## config.mk

```make
export PLATFORM = sky130hd
export DESIGN_NAME = overtemp_fault_response
export DESIGN_NICKNAME = d
export VERILOG_FILES = /design/src/overtemp_pkg.sv /design/src/delay_timer.sv /design/src/overtemp_fault_response.sv
export VERILOG_INCLUDE_DIRS = /design/src /design/src/src
export SDC_FILE = /design/constraint.sdc
export NUM_CORES = 1
export LEC_CHECK = 0
export BUFFER_PORTS_ARGS = -buffer_cell sky130_fd_sc_hd__clkbuf_2
export CAP_MARGIN = 20
export CORE_ASPECT_RATIO = 0.8
export CORE_UTILIZATION = 63
export DETAILED_ROUTE_END_ITERATION = 8
export PLACE_DENSITY_LB_ADDON = 0.1
export SLEW_MARGIN = 0
export SYNTH_ARGS = -nofsm -noshare
export SYNTH_HDL_FRONTEND = slang
export SYNTH_SLANG_ARGS = --single-unit
```

## constraint.sdc

```tcl
create_clock -name i_mclk -period 10.16 [get_ports i_mclk]
set_input_delay 3.048 -clock i_mclk [delete_from_list [all_inputs] [get_ports i_mclk]]
set_output_delay 3.048 -clock i_mclk [all_outputs]
set_load 0.05 [all_outputs]
```

## src/overtemp_consts.svh

```systemverilog
// constants for the overtemperature fault response block
`ifndef OVERTEMP_CONSTS_SVH
`define OVERTEMP_CONSTS_SVH

`define OTP_ADDR 8'h50
`define OTP_RESET 8'h00
`define OTP_ACT_HI 7
`define OTP_ACT_LO 6
`define OTP_RETRY_HI 5
`define OTP_RETRY_LO 3
`define OTP_DLY_HI 2
`define OTP_DLY_LO 0
`define OTP_RETRY_INF 3'h7
`define OTP_CLK_MHZ 32'h000000c8
`define OTP_CYC_PER_MS (`OTP_CLK_MHZ * 32'h000003e8)
// shutdown delays in ms
`define OTP_D1_MS_0 32'h0000000a
`define OTP_D1_MS_1 32'h00000014
`define OTP_D1_MS_2 32'h00000028
`define OTP_D1_MS_3 32'h00000050
`define OTP_D1_MS_4 32'h000000a0
`define OTP_D1_MS_5 32'h00000140
`define OTP_D1_MS_6 32'h00000280
`define OTP_D1_MS_7 32'h00000500
// restart intervals in ms
`define OTP_D2_MS_0 32'h000000fc
`define OTP_D2_MS_1 32'h0000022e
`define OTP_D2_MS_2 32'h0000039c
`define OTP_D2_MS_3 32'h000004ec
`define OTP_D2_MS_4 32'h0000063c
`define OTP_D2_MS_5 32'h0000078c
`define OTP_D2_MS_6 32'h000008dc
`define OTP_D2_MS_7 32'h00000a2c

`endif

```

## src/overtemp_pkg.sv

```systemverilog
// types for the overtemperature fault response block
`default_nettype none
package overtemp_pkg;
   typedef enum logic [4:0] {
      ST_RUN = 5'h01,
      ST_RIDE = 5'h02,
      ST_OFF_WAIT = 5'h04,
      ST_HOLD = 5'h08,
      ST_LATCHED = 5'h10
   } state_type;
   typedef enum logic [1:0] {
      ACT_IGNORE = 2'h0,
      ACT_RIDE = 2'h1,
      ACT_SHUTDOWN = 2'h2,
      ACT_HOLD = 2'h3
   } action_type;
endpackage
`default_nettype wire
```

## src/delay_timer.sv

```systemverilog
// down counter that pulses when a loaded delay has run out
`default_nettype none
module delay_timer #(
   parameter int WIDTH = 32
) (
   input wire logic i_mclk,
   input wire logic i_rst,
   input wire logic i_load,
   input wire logic i_clear,
   input wire logic [WIDTH-1:0] i_count,
   output logic o_done
);
   logic [WIDTH-1:0] cnt;

   // count down from the loaded value
   always_ff @(posedge i_mclk) begin
      if (i_rst) begin
         cnt <= '0;
      end else if (i_load) begin
         cnt <= i_count;
      end else if (i_clear) begin
         cnt <= '0;
      end else if (cnt != '0) begin
         cnt <= cnt - 1'b1;
      end
   end

   // one-cycle pulse as the count reaches zero
   always_ff @(posedge i_mclk) begin
      if (i_rst) begin
         o_done <= 1'b0;
      end else begin
         o_done <= (cnt == {{(WIDTH-1){1'b0}}, 1'b1}) && !i_load && !i_clear;
      end
   end
endmodule
`default_nettype wire

```

## src/overtemp_fault_response.sv

```systemverilog
// overtemperature fault response policy and power stage enable
`include "overtemp_consts.svh"
`default_nettype none
module overtemp_fault_response #(
   parameter int unsigned CYCLES_PER_MS = `OTP_CYC_PER_MS
) (
   input wire logic i_mclk,
   input wire logic i_rst,
   input wire logic i_fault,
   input wire logic i_reg_wr,
   input wire logic i_reg_rd,
   input wire logic [7:0] i_reg_addr,
   input wire logic [7:0] i_reg_wdata,
   output logic [7:0] o_reg_rdata,
   output logic o_pwr_enable,
   output logic o_fault_latched
);
   overtemp_pkg::state_type state;
   overtemp_pkg::state_type next_state;
   overtemp_pkg::action_type action;
   logic [7:0] policy;
   logic [2:0] retry_field;
   logic [2:0] delay_code;
   logic [2:0] retries_left;
   logic wr_hit;
   logic rd_hit;
   logic decide;
   logic restart;
   logic t_load;
   logic t_clear;
   logic t_done;
   logic [31:0] t_count;

   // delay table lookup in ms, sel 0 = shutdown delay, 1 = interval
   function automatic logic [31:0] delay_ms(input logic sel,
                                            input logic [2:0] code);
      logic [31:0] ms;
      ms = 32'h00000000;
      case ({sel, code})
         4'h0: ms = `OTP_D1_MS_0;
         4'h1: ms = `OTP_D1_MS_1;
         4'h2: ms = `OTP_D1_MS_2;
         4'h3: ms = `OTP_D1_MS_3;
         4'h4: ms = `OTP_D1_MS_4;
         4'h5: ms = `OTP_D1_MS_5;
         4'h6: ms = `OTP_D1_MS_6;
         4'h7: ms = `OTP_D1_MS_7;
         4'h8: ms = `OTP_D2_MS_0;
         4'h9: ms = `OTP_D2_MS_1;
         4'ha: ms = `OTP_D2_MS_2;
         4'hb: ms = `OTP_D2_MS_3;
         4'hc: ms = `OTP_D2_MS_4;
         4'hd: ms = `OTP_D2_MS_5;
         4'he: ms = `OTP_D2_MS_6;
         default: ms = `OTP_D2_MS_7;
      endcase
      return ms;
   endfunction

   // field split and register decode
   assign action = overtemp_pkg::action_type'(
      policy[`OTP_ACT_HI:`OTP_ACT_LO]);
   assign retry_field = policy[`OTP_RETRY_HI:`OTP_RETRY_LO];
   assign delay_code = policy[`OTP_DLY_HI:`OTP_DLY_LO];
   assign wr_hit = i_reg_wr && (i_reg_addr == `OTP_ADDR);
   assign rd_hit = i_reg_rd && (i_reg_addr == `OTP_ADDR);

   // policy register write
   always_ff @(posedge i_mclk) begin
      if (i_rst) begin
         policy <= `OTP_RESET;
      end else if (wr_hit) begin
         policy <= i_reg_wdata;
      end
   end

   // read data, zero for any other address
   always_ff @(posedge i_mclk) begin
      if (i_rst) begin
         o_reg_rdata <= 8'h00;
      end else if (i_reg_rd) begin
         o_reg_rdata <= rd_hit ? policy : 8'h00;
      end
   end

   assign decide = !wr_hit && i_fault &&
      (((state == overtemp_pkg::ST_RUN) &&
        (action == overtemp_pkg::ACT_SHUTDOWN)) ||
       ((state == overtemp_pkg::ST_RIDE) && t_done));
   assign restart = !wr_hit && (state == overtemp_pkg::ST_OFF_WAIT) &&
      t_done;

   // next state of the response sequencer
   always_comb begin
      next_state = state;
      case (state)
         overtemp_pkg::ST_RUN: begin
            if (decide) begin
               if (retry_field == `OTP_RETRY_INF || retries_left != 3'h0) begin
                  next_state = overtemp_pkg::ST_OFF_WAIT;
               end else begin
                  next_state = overtemp_pkg::ST_LATCHED;
               end
            end else if (i_fault && !wr_hit) begin
               case (action)
                  overtemp_pkg::ACT_RIDE: next_state = overtemp_pkg::ST_RIDE;
                  overtemp_pkg::ACT_HOLD: next_state = overtemp_pkg::ST_HOLD;
                  default: next_state = overtemp_pkg::ST_RUN;
               endcase
            end
         end
         overtemp_pkg::ST_RIDE: begin
            if (wr_hit || !i_fault) begin
               next_state = overtemp_pkg::ST_RUN;
            end else if (decide) begin
               if (retry_field == `OTP_RETRY_INF || retries_left != 3'h0) begin
                  next_state = overtemp_pkg::ST_OFF_WAIT;
               end else begin
                  next_state = overtemp_pkg::ST_LATCHED;
               end
            end
         end
         overtemp_pkg::ST_OFF_WAIT: begin
            if (wr_hit || restart) begin
               next_state = overtemp_pkg::ST_RUN;
            end
         end
         overtemp_pkg::ST_HOLD: begin
            if (!i_fault) begin
               next_state = overtemp_pkg::ST_RUN;
            end
         end
         overtemp_pkg::ST_LATCHED: begin
            next_state = overtemp_pkg::ST_LATCHED;
         end
         default: next_state = overtemp_pkg::ST_RUN;
      endcase
   end

   // state, enable and latched flags
   always_ff @(posedge i_mclk) begin
      if (i_rst) begin
         state <= overtemp_pkg::ST_RUN;
         o_pwr_enable <= 1'b1;
         o_fault_latched <= 1'b0;
      end else begin
         state <= next_state;
         o_pwr_enable <= (next_state == overtemp_pkg::ST_RUN) ||
            (next_state == overtemp_pkg::ST_RIDE);
         o_fault_latched <= (next_state == overtemp_pkg::ST_LATCHED);
      end
   end

   // reload attempts on write or cool
   always_ff @(posedge i_mclk) begin
      if (i_rst) begin
         retries_left <= 3'(`OTP_RESET >> `OTP_RETRY_LO);
      end else if (wr_hit) begin
         retries_left <= i_reg_wdata[`OTP_RETRY_HI:`OTP_RETRY_LO];
      end else if (!i_fault) begin
         retries_left <= retry_field;
      end else if (restart && retry_field != `OTP_RETRY_INF &&
                   retries_left != 3'h0) begin
         retries_left <= retries_left - 3'h1;
      end
   end

   // shutdown delay or interval loaded on entry
   assign t_load = (next_state != state) &&
      ((next_state == overtemp_pkg::ST_RIDE) ||
       (next_state == overtemp_pkg::ST_OFF_WAIT));
   assign t_clear = (next_state != overtemp_pkg::ST_RIDE) &&
      (next_state != overtemp_pkg::ST_OFF_WAIT);
   assign t_count = 32'(delay_ms(next_state == overtemp_pkg::ST_OFF_WAIT,
                                 delay_code) * CYCLES_PER_MS);

   delay_timer #(
      .WIDTH(32)
   ) u_timer (
      .i_mclk(i_mclk),
      .i_rst(i_rst),
      .i_load(t_load),
      .i_clear(t_clear),
      .i_count(t_count),
      .o_done(t_done)
   );
endmodule
`default_nettype wire

```

* Word-level counts from Yosys, hierarchy flattened
Memory sizes are Yosys's and may differ from the RTL's. Cells that the tools add are included.
Storage, ports and cells: register bits after elaboration 59, bits in latches 0, RAM bits 0, bits in read-only memories 176, word-level logic and storage cells 77, memories 1
Cells by class: $add $sub $neg 2, $mul 1, div/mod/pow operators 0, order comparisons 0, equality and inequality tests 20, shifts and indexed selects 0, multiplexer cells 16, bitwise gates (word level) 0, reduce and logical (&&, ||, !) cells 28
Memories:
- (no name shown) | depth 16, width 11, read ports 1, clocked after Yosys merged registers in 0, wr ports 0, line overtemp_fault_response.sv:39 | case ({sel, code})
Operators with widths (number):
- 32-bit two-way mux | 3
- 5-bit two-way mux | 7
- 32-bit by 1-bit == test with 1-bit output (second input constant) | 1
- 32-bit by 12-bit multiplier with 26-bit output (second input constant) | 1
- 32-bit nonzero test | 1
- 32-bit by 1-bit subtractor with 32-bit output (second input constant) | 1
- 5-bit case mux with 5 select lines | 1
- 1-bit logical AND | 14
- 5-bit by 1-bit == test with 1-bit output (second input constant) | 2
- 5-bit by 2-bit == test with 1-bit output (second input constant) | 2
- 5-bit by 3-bit == test with 1-bit output (second input constant) | 2
- 5-bit == test (second input constant) | 2
- 3-bit two-way mux | 3
- 8-bit by 7-bit == test with 1-bit output (second input constant) | 1
- 8-bit two-way mux | 1
- 4-bit case mux with 2 select lines | 1
- 1-bit logical OR | 6
- 3-bit nonzero test | 2
- 5-bit by 4-bit == test with 1-bit output (second input constant) | 1
- 5-bit by 2-bit inequality test with 1-bit output (second input constant) | 1
- 5-bit by 3-bit inequality test with 1-bit output (second input constant) | 1
- 5-bit inequality test | 1
- 2-bit == test (second input constant) | 2
- 1-bit zero test | 4
- 6 further kinds | 6

* Longest topological paths before layout
Gate-level depths: netlist of run 1.
depth after elaboration 14, depth in mapped cells 25, gate-level depth less buffers 25

* Cells and area by module
From an unflattened synthesis of run 1, not the netlist that was laid out.
Second synthesis, totals: cells, all modules 766, area total of the unflattened synthesis 6195.9 um^2
Modules (own cells, without submodules):
- overtemp_fault_response | times used 1, cells each 489, area each 4091.4 um^2, seq. area each 520.5 um^2
- delay_timer | times used 1, cells each 277, area each 2104.5 um^2, seq. area each 660.6 um^2

* Worst setup path after synthesis of run 1
OpenSTA, ideal clock, no wires.
kind input to register, start input port i_reg_addr[5], end register u_timer.cnt[29], library setup time 0.075 ns, arrival time 8.503 ns, data required time 10.085 ns, setup slack 1.582 ns, stages 22, cell sequence and4bb_2 a31o_2 o32ai_4 buf_2 nor2_1 a221oi_1 ha_1 ha_1 xor2_1 ha_1 fa_1 inv_1 fa_1 inv_1 ha_1 nand2_1 nor3_1 nand3_1 a21o_1 a2111oi_0 a211oi_1 o22ai_1
On the way: longest elaborated chain between the ends 12, elaborated cells between the ends (all ways) 28, those cells by class mul (1); eq/ne (6); mux (8); reduce/logical (12); memory (1)
Ends and longest elaborated chain:
- from (decl) | line overtemp_fault_response.sv:12 | input wire logic [7:0] i_reg_addr,
- 8-bit by 7-bit == test with 1-bit output (no line) (*)
- 1-bit logical AND (*) | line overtemp_fault_response.sv:65 | assign wr_hit = i_reg_wr && (i_reg_addr == `OTP_ADDR);
- 1-bit zero test | line overtemp_fault_response.sv:86, overtemp_fault_response.sv:90, overtemp_fault_response.sv:104
- 1-bit logical AND (on tied branches) | line overtemp_fault_response.sv:86, overtemp_fault_response.sv:104, overtemp_fault_response.sv:90
- 1-bit logical AND (on tied branches) | line overtemp_fault_response.sv:86, overtemp_fault_response.sv:90
- 5-bit two-way mux or 1-bit logical OR (tied branches) | line overtemp_fault_response.sv:115, overtemp_fault_response.sv:124
- 5-bit two-way mux (on tied branches) | line overtemp_fault_response.sv:113, overtemp_fault_response.sv:124
- 5-bit case mux with 5 select lines (*) | line overtemp_fault_response.sv:96 | case (state)
- 5-bit by 3-bit == test with 1-bit output (tied with other cells) | line overtemp_fault_response.sv:171, overtemp_fault_response.sv:174
- memory 16 x 11 bit (tied with other cells)
- 32-bit by 12-bit multiplier with 26-bit output (tied with other cells) | line overtemp_fault_response.sv:175 | delay_code) * CYCLES_PER_MS);
- 32-bit two-way mux or 3-bit nonzero test (tied branches)
- to (signal assigned) | line delay_timer.sv:20 | cnt <= i_count;
- to (signal assigned) | line delay_timer.sv:24 | cnt <= cnt - 1'b1;
- to (decl) | line delay_timer.sv:13 | logic [WIDTH-1:0] cnt;
Every way passes the cells marked *; elsewhere a longest branch is shown, timed or not. A chain may end at the register's enable or synchronous reset.

* Final worst setup path of run 1
Ends and elaborated chain as after synthesis.

==> results.sh, run 1 <==
export IMPL_setup_tns_ps=0
export IMPL_rsz0062_at_grt="no"
export IMPL_slew_viol_final=0
export IMPL_grt_max_degree=28
export IMPL_ctsResizeCount=0
export IMPL_grt_usage_pct=29.6
export IMPL_initial_core_util_pct=66.3
export IMPL_internal_power_w=0.000437
export IMPL_antenna_found_initial=0
export IMPL_post_route_period_util_pct=87.0
export IMPL_globalplace_congestion=0.934
export IMPL_finalHoldViolCount=0
export IMPL_finClkSkew_ps=3.43
export IMPL_setup_viol=0
export IMPL_viasPerCell=6.04
export IMPL_yosysTopAreaCellShare_pct=21.8
export IMPL_period_minus_slack_ps=8840
export IMPL_syn_inst=669
export IMPL_ys_async_sr_fraction_pct=0
export IMPL_required_ps=10420
export IMPL_grt_pass1_vias=4433
export IMPL_dr_total_vias=4870
export IMPL_route_detailed_drc=0
export IMPL_pin_count=31
export IMPL_cts_tree="done"
export IMPL_fin_util_pct=71.7
export IMPL_p_comb_share_pct=3.9
export IMPL_synth_top_area_cell="ha_1"
export IMPL_synth_area_top_cells="ha_1 22%, dfxtp_1 21%, fa_1 5.9%"
export IMPL_ys_seq_elements=59
export IMPL_clock_latency_ps=330
export IMPL_drive_above_1_share_pct=9.94
export IMPL_avgSynthCellArea_um2=8.59
export IMPL_cts_made_buffers=9
export IMPL_rows=30
export IMPL_drt_iter0_drc=366
export IMPL_die_area_um2=9510
export IMPL_synth_ff_type="dfxtp_1"
export IMPL_leakage_nw=3.13
export IMPL_area_delta_synth_final_pct=8.16
export IMPL_ir_worst_vdd_v=0.000122
export IMPL_p_sw_share_pct=22.3
export IMPL_critical_path_slowest_cell="o32ai_4"
export IMPL_worstPathArrival_ps=9100
export IMPL_path_common_cell="ha_1"
export IMPL_critPathKind="in -> reg"
export IMPL_synth_edf_count=0
export IMPL_crit_chain="clkbuf_2 > and4bb_2 > a31o_2 > o32ai_4 > nor2_1 > a221oi_1 > ha_1 > ha_1 > xor2_1 > ha_1 > fa_1 > inv_1 > fa_1 > inv_1 > ha_1 > nand2_1 > nor3_1 > nand3_1 > a21o_1 > a2111oi_0 > a211oi_1 > o22ai_1"
export IMPL_ys_seq_area_share_pct=20.5
export IMPL_coreArea_um2=8670
export IMPL_nets=827
export IMPL_hold_path_class="reg -> reg"
export IMPL_ant_nets=0
export IMPL_synth_cell_type_count=69
export IMPL_fmax_mhz=113
export IMPL_cts_sinks=59
export IMPL_clkPwrFrac_pct=54.7
export IMPL_fp_dieW_um=109
export IMPL_pwr_density_cell_nw_per_um2=90.5
export IMPL_path_clk_slew_ps=50
export IMPL_cts_setup_buffers=0
export IMPL_wl_per_cell_um=16.5
export IMPL_routed_wl_um=13300
export IMPL_clockBufferDepth=2
export IMPL_grt_pass1_wl_um=21700
export IMPL_ctsRootBufferMaster="clkbuf_16"
export IMPL_maxSlewHeadroom_pct=47.5
export IMPL_post_dp_hpwl_um=10200
export IMPL_htree_levels=3
export IMPL_yosys_warnings=0
export IMPL_firstDrtPassIters=6
export IMPL_antenna_cells=0
export IMPL_overflow=0
export IMPL_tightestPinTransition_ps=780
export IMPL_cts_hold_buffers=0
export IMPL_synth_area_um2=5750
export IMPL_setup_worst_path_start_class="input pin"
export IMPL_numPortBuffers=30
export IMPL_syn_nets=807
export IMPL_crit_path_end_kind="register"
export IMPL_critPathMaxStageDelay_ps=630
export IMPL_cap_violations=0
export IMPL_fp_dieH_um=87.4
export IMPL_status="finished clean"
export IMPL_p_sw_w=0.000126
export IMPL_crit_path_max_fanout=16
export IMPL_seq_power_share_pct=41.4
==> sequential cells by signal, indices dropped and copies added (netlist names) <==
register / cells
u_timer.cnt: 32
o_reg_rdata: 8
u_timer.o_done: 1
o_fault_latched: 1
policy: 8
o_pwr_enable: 1
retries_left: 3
state: 5
==> critical path, delay by kind of cell <==
family / cells / cell delay (ps)
AO/OA/AOI/OAI: 7 / 2390
AND/OR/NAND/NOR: 5 / 920
adder cells (fa/ha/maj): 6 / 2410
buffers and inverters: 3 / 170
XOR/XNOR: 1 / 160
==> cells by family (layout without fill, tap and decap cells) <==
group                    after synthesis  in the layout  share of synthesized area [%]
AO/OA/AOI/OAI                        150            150                           17.3
XOR/XNOR                              57             57                           8.69
adder cells (fa/ha/maj)              117            117                           27.7
buffers and inverters                 91            116                           6.86
flip-flops                            59             59                           20.5
multiplexers                           5              5                           1.09
AND/OR/NAND/NOR                      190            190                           17.9
==> layout by cell type (no fill, tap or decap), types with 4 or more instances in the layout <==
cell         n
clkbuf_2    30
nand2_1     43
clkbuf_16    9
ha_1       100
a31o_2       4
fa_1        17
nor3_1      15
dfxtp_1     59
mux2i_1      4
inv_1       68
xor2_1      24
a21oi_1     51
a31oi_1      6
or3_1        6
o21ai_0     17
a211oi_1     8
and2_1       5
o32ai_1      4
o22ai_1     20
and3_1       4
nor3b_1      5
nor2b_1     10
nand3_1      8
a21o_1       8
o21bai_1     7
nand2b_1     9
xnor2_1     33
nor2_1      51
nor4_1       7
==> power by group through the flow <==
| stage | registers [W] | logic [W] | clock network [W] |
|---|---|---|---|
| floorplan | 0.000238 | 0.0000136 | 0 |
| global placement | 0.000238 | 0.0000209 | 0 |
| detailed placement | 0.000238 | 0.0000215 | 0 |
| CTS | 0.000233 | 0.0000217 | 0.000314 |
| global route | 0.000233 | 0.0000242 | 0.000325 |
| finish | 0.000233 | 0.0000221 | 0.000308 |
==> per-layer routing <==
| layer | vias up | part of all wire [%] | GRT usage, % |
|---|---|---|---|
| met4 | 0 | 1.4 | 7.74 |
| li1 | 2405 | - | - |
| met3 | 19 | 6.9 | 7.55 |
| met5 | - | 0 | 0 |
| met1 | 2252 | 51 | 44.0 |
| met2 | 194 | 41 | 41.8 |
==> metrics by stage <==
step / area (um2) / setup slack, ps / hold WS [ps] / instances / total power [W]
2_1_floorplan: 5750 / 1580 / 464 / 669 / 0.000251
3_3_place_gp: 5910 / 1250 / 494 / 790 / 0.000259
3_5_place_dp: 5910 / 974 / 509 / 790 / 0.000259
4_1_cts: 6220 / 1320 / 517 / 806 / 0.000568
5_1_grt: 6220 / 758 / 550 / 806 / 0.000582
6_report: 6220 / 1320 / 513 / 806 / 0.000563
==> cells in the mapped netlist, drive strengths merged, types with 9 or more instances <==
library cell    n
xor2           24
nor2           51
o21ai          18
nor4           10
clkbuf         14
ha            100
nor3           16
dfxtp          59
xnor2          33
nand2          43
fa             17
buf             9
o22ai          21
a21oi          52
nand2b         10
inv            68
nor2b          10
==> area by class of cell <==
cell class | count | area, um2
clock buffers | 10 | 239
clock inverters | 6 | 63.8
fillers | 669 | 2450
inverters | 68 | 255
multi-input cells | 519 | 4170
flip-flops and latches | 59 | 1180
well taps | 112 | 140
repair buffers | 32 | 165
==> path summary, 6_finish.rpt <==
kind,cells after the start,slack (ps),from,to
worst max register to register,21,3590,state[0]$_SDFF_PP1_,u_timer.cnt[29]$_SDFFE_PP0P_
worst min register to register,2,510,retries_left[1]$_SDFFE_PP0P_,retries_left[1]$_SDFFE_PP0P_
worst max-delay path,22,1320,i_reg_addr[5],u_timer.cnt[29]$_SDFFE_PP0P_
worst min-delay path,2,510,retries_left[1]$_SDFFE_PP0P_,retries_left[1]$_SDFFE_PP0P_
(Power assumes the default switching activity.)
==> inputs of run 2 (changes only) <==
Settings changed: CORE_ASPECT_RATIO 0.8 to 1.2, CORE_UTILIZATION 63 to 60, CTS_CLUSTER_SIZE set to 25.
==> results.sh, run 2 (synthesis gave the netlist of run 1 again) <==
export IMPL_status="finished clean"
export IMPL_reg_top3="u_timer.cnt x32, o_reg_rdata x8, policy x8"
export IMPL_firstDrtPassIters=6
export IMPL_setup_tns_ps=0
export IMPL_ctsResizeCount=0
export IMPL_pwr_density_cell_nw_per_um2=81.7
export IMPL_drt_iter0_drc=199
export IMPL_post_route_period_util_pct=86.3
export IMPL_cts_hold_buffers=0
export IMPL_cts_setup_buffers=0
export IMPL_rsz0062_at_grt="no"
export IMPL_cts_tree="done"
export IMPL_hold_path_class="reg -> reg"
export IMPL_final_cell_area_um2=6160
export IMPL_cts_sinks=59
export IMPL_leakage_nw=3.11
export IMPL_ant_nets=0
export IMPL_gr_usage_met2_pct=55.6
export IMPL_nets=828
export IMPL_grt_max_degree=28
export IMPL_fmax_mhz=114
export IMPL_tightestPinTransition_ps=783
export IMPL_route_detailed_drc=0
export IMPL_path_clk_slew_ps=70
export IMPL_setup_slack_ps=1400
export IMPL_dr_total_vias=4867
export IMPL_antenna_cells=0
export IMPL_finalHoldViolCount=0
export IMPL_ir_worst_vdd_v=0.0000626
export IMPL_crit_path_end_kind="register"
export IMPL_overflow=0
export IMPL_crit_path_max_fanout=16
export IMPL_cap_violations=0
export IMPL_pin_count=31
export IMPL_antenna_found_initial=0
export IMPL_fp_dieW_um=91.4
export IMPL_finClkSkew_ps=15.2
export IMPL_dp_slack_ps=1040
export IMPL_cts_made_buffers=9
export IMPL_final_common_cell="ha_1"
export IMPL_use_met1_pct=30.1
export IMPL_coreArea_um2=9180
export IMPL_area_delta_synth_final_pct=7.16
export IMPL_routed_wl_um=13300
export IMPL_setup_worst_path_start_class="input pin"
export IMPL_maxSlewHeadroom_pct=47.7
export IMPL_top_register="u_timer.cnt"
export IMPL_largest_reg_flops=32
export IMPL_grt_pass1_wl_um=22500
export IMPL_use_met3_pct=4.25
export IMPL_clock_latency_ps=360
export IMPL_dpl_cell_count=799
export IMPL_viasPerCell=5.97
export IMPL_initial_core_util_pct=62.6
export IMPL_post_dp_hpwl_um=10400
export IMPL_final_cell_mix="100 x ha_1, 68 x inv_1, 59 x dfxtp_1, 51 x nor2_1, 51 x a21oi_1"
export IMPL_numPortBuffers=30
export IMPL_worstPathArrival_ps=9040
export IMPL_clockBufferDepth=2
export IMPL_period_minus_slack_ps=8760
export IMPL_wl_per_cell_um=16.4
export IMPL_worst_hold_slack_ps=502
export IMPL_ctsRootBufferMaster="clkbuf_8"
export IMPL_globalplace_congestion=0.886
export IMPL_required_ps=10440
export IMPL_busiest_layer="met2"
export IMPL_slew_viol_final=0
export IMPL_setup_viol=0
export IMPL_dpl_cell_area_um2=5930
export IMPL_grt_usage_pct=28.6
export IMPL_grt_pass1_vias=4938
export IMPL_rows=38
export IMPL_critPathKind="in -> reg"
export IMPL_fin_cells=815
export IMPL_drive_above_1_share_pct=9.93
export IMPL_die_area_um2=9980
export IMPL_fp_dieH_um=109
export IMPL_htree_levels=3
[run 2: final timing paths]
path | startpoint | end | slack, ps | cells past startpoint
worst max-delay path | i_reg_addr[6] | u_timer.cnt[29]$_SDFFE_PP0P_ | 1400 | 22
worst min-delay path | retries_left[1]$_SDFFE_PP0P_ | retries_left[1]$_SDFFE_PP0P_ | 500 | 2
worst max register to register | state[0]$_SDFF_PP1_ | u_timer.cnt[29]$_SDFFE_PP0P_ | 3620 | 21
worst min register to register | retries_left[1]$_SDFFE_PP0P_ | retries_left[1]$_SDFFE_PP0P_ | 500 | 2
[run 2: layout make-up]
cell class | count | area, um2
clock buffers | 12 | 155
clock inverters | 4 | 72.6
fillers | 761 | 3020
inverters | 68 | 255
multi-input cells | 519 | 4170
flip-flops and latches | 59 | 1180
well taps | 120 | 150
repair buffers | 33 | 173
[run 2: per-stage QoR]
step,total power (W),util [%]
4_1_cts,0.000505,67.1
3_3_place_gp,0.000258,64.6
6_report,0.000503,67.1
5_1_grt,0.000520,67.1
2_1_floorplan,0.000251,-
3_5_place_dp,0.000259,64.6
[run 2: report_power, final]
group,switching (W),internal (W)
logic,0.0000128,0.00000895
registers,0.000000557,0.000232
clock network,0.0000978,0.000151
total,0.000111,0.000392
[run 2: critical path, stage by stage]
cell and delay, ps:
clkbuf_2 80, and4bb_2 240, a31o_2 320, o32ai_4 600, nor2_1 80, a221oi_1 560
ha_1 370, ha_1 350, xor2_1 160, ha_1 290, fa_1 510, inv_1 50
fa_1 530, inv_1 60, ha_1 330, nand2_1 80, nor3_1 320, nand3_1 210
a21o_1 240, a2111oi_0 370, a211oi_1 90, o22ai_1 150
[run 2: routing by layer]
layer | share of wire, % | up-vias
li1 | - | 2396
met1 | 40 | 2298
met2 | 53 | 133
met3 | 4.0 | 40
met4 | 3.3 | 0
met5 | 0 | -
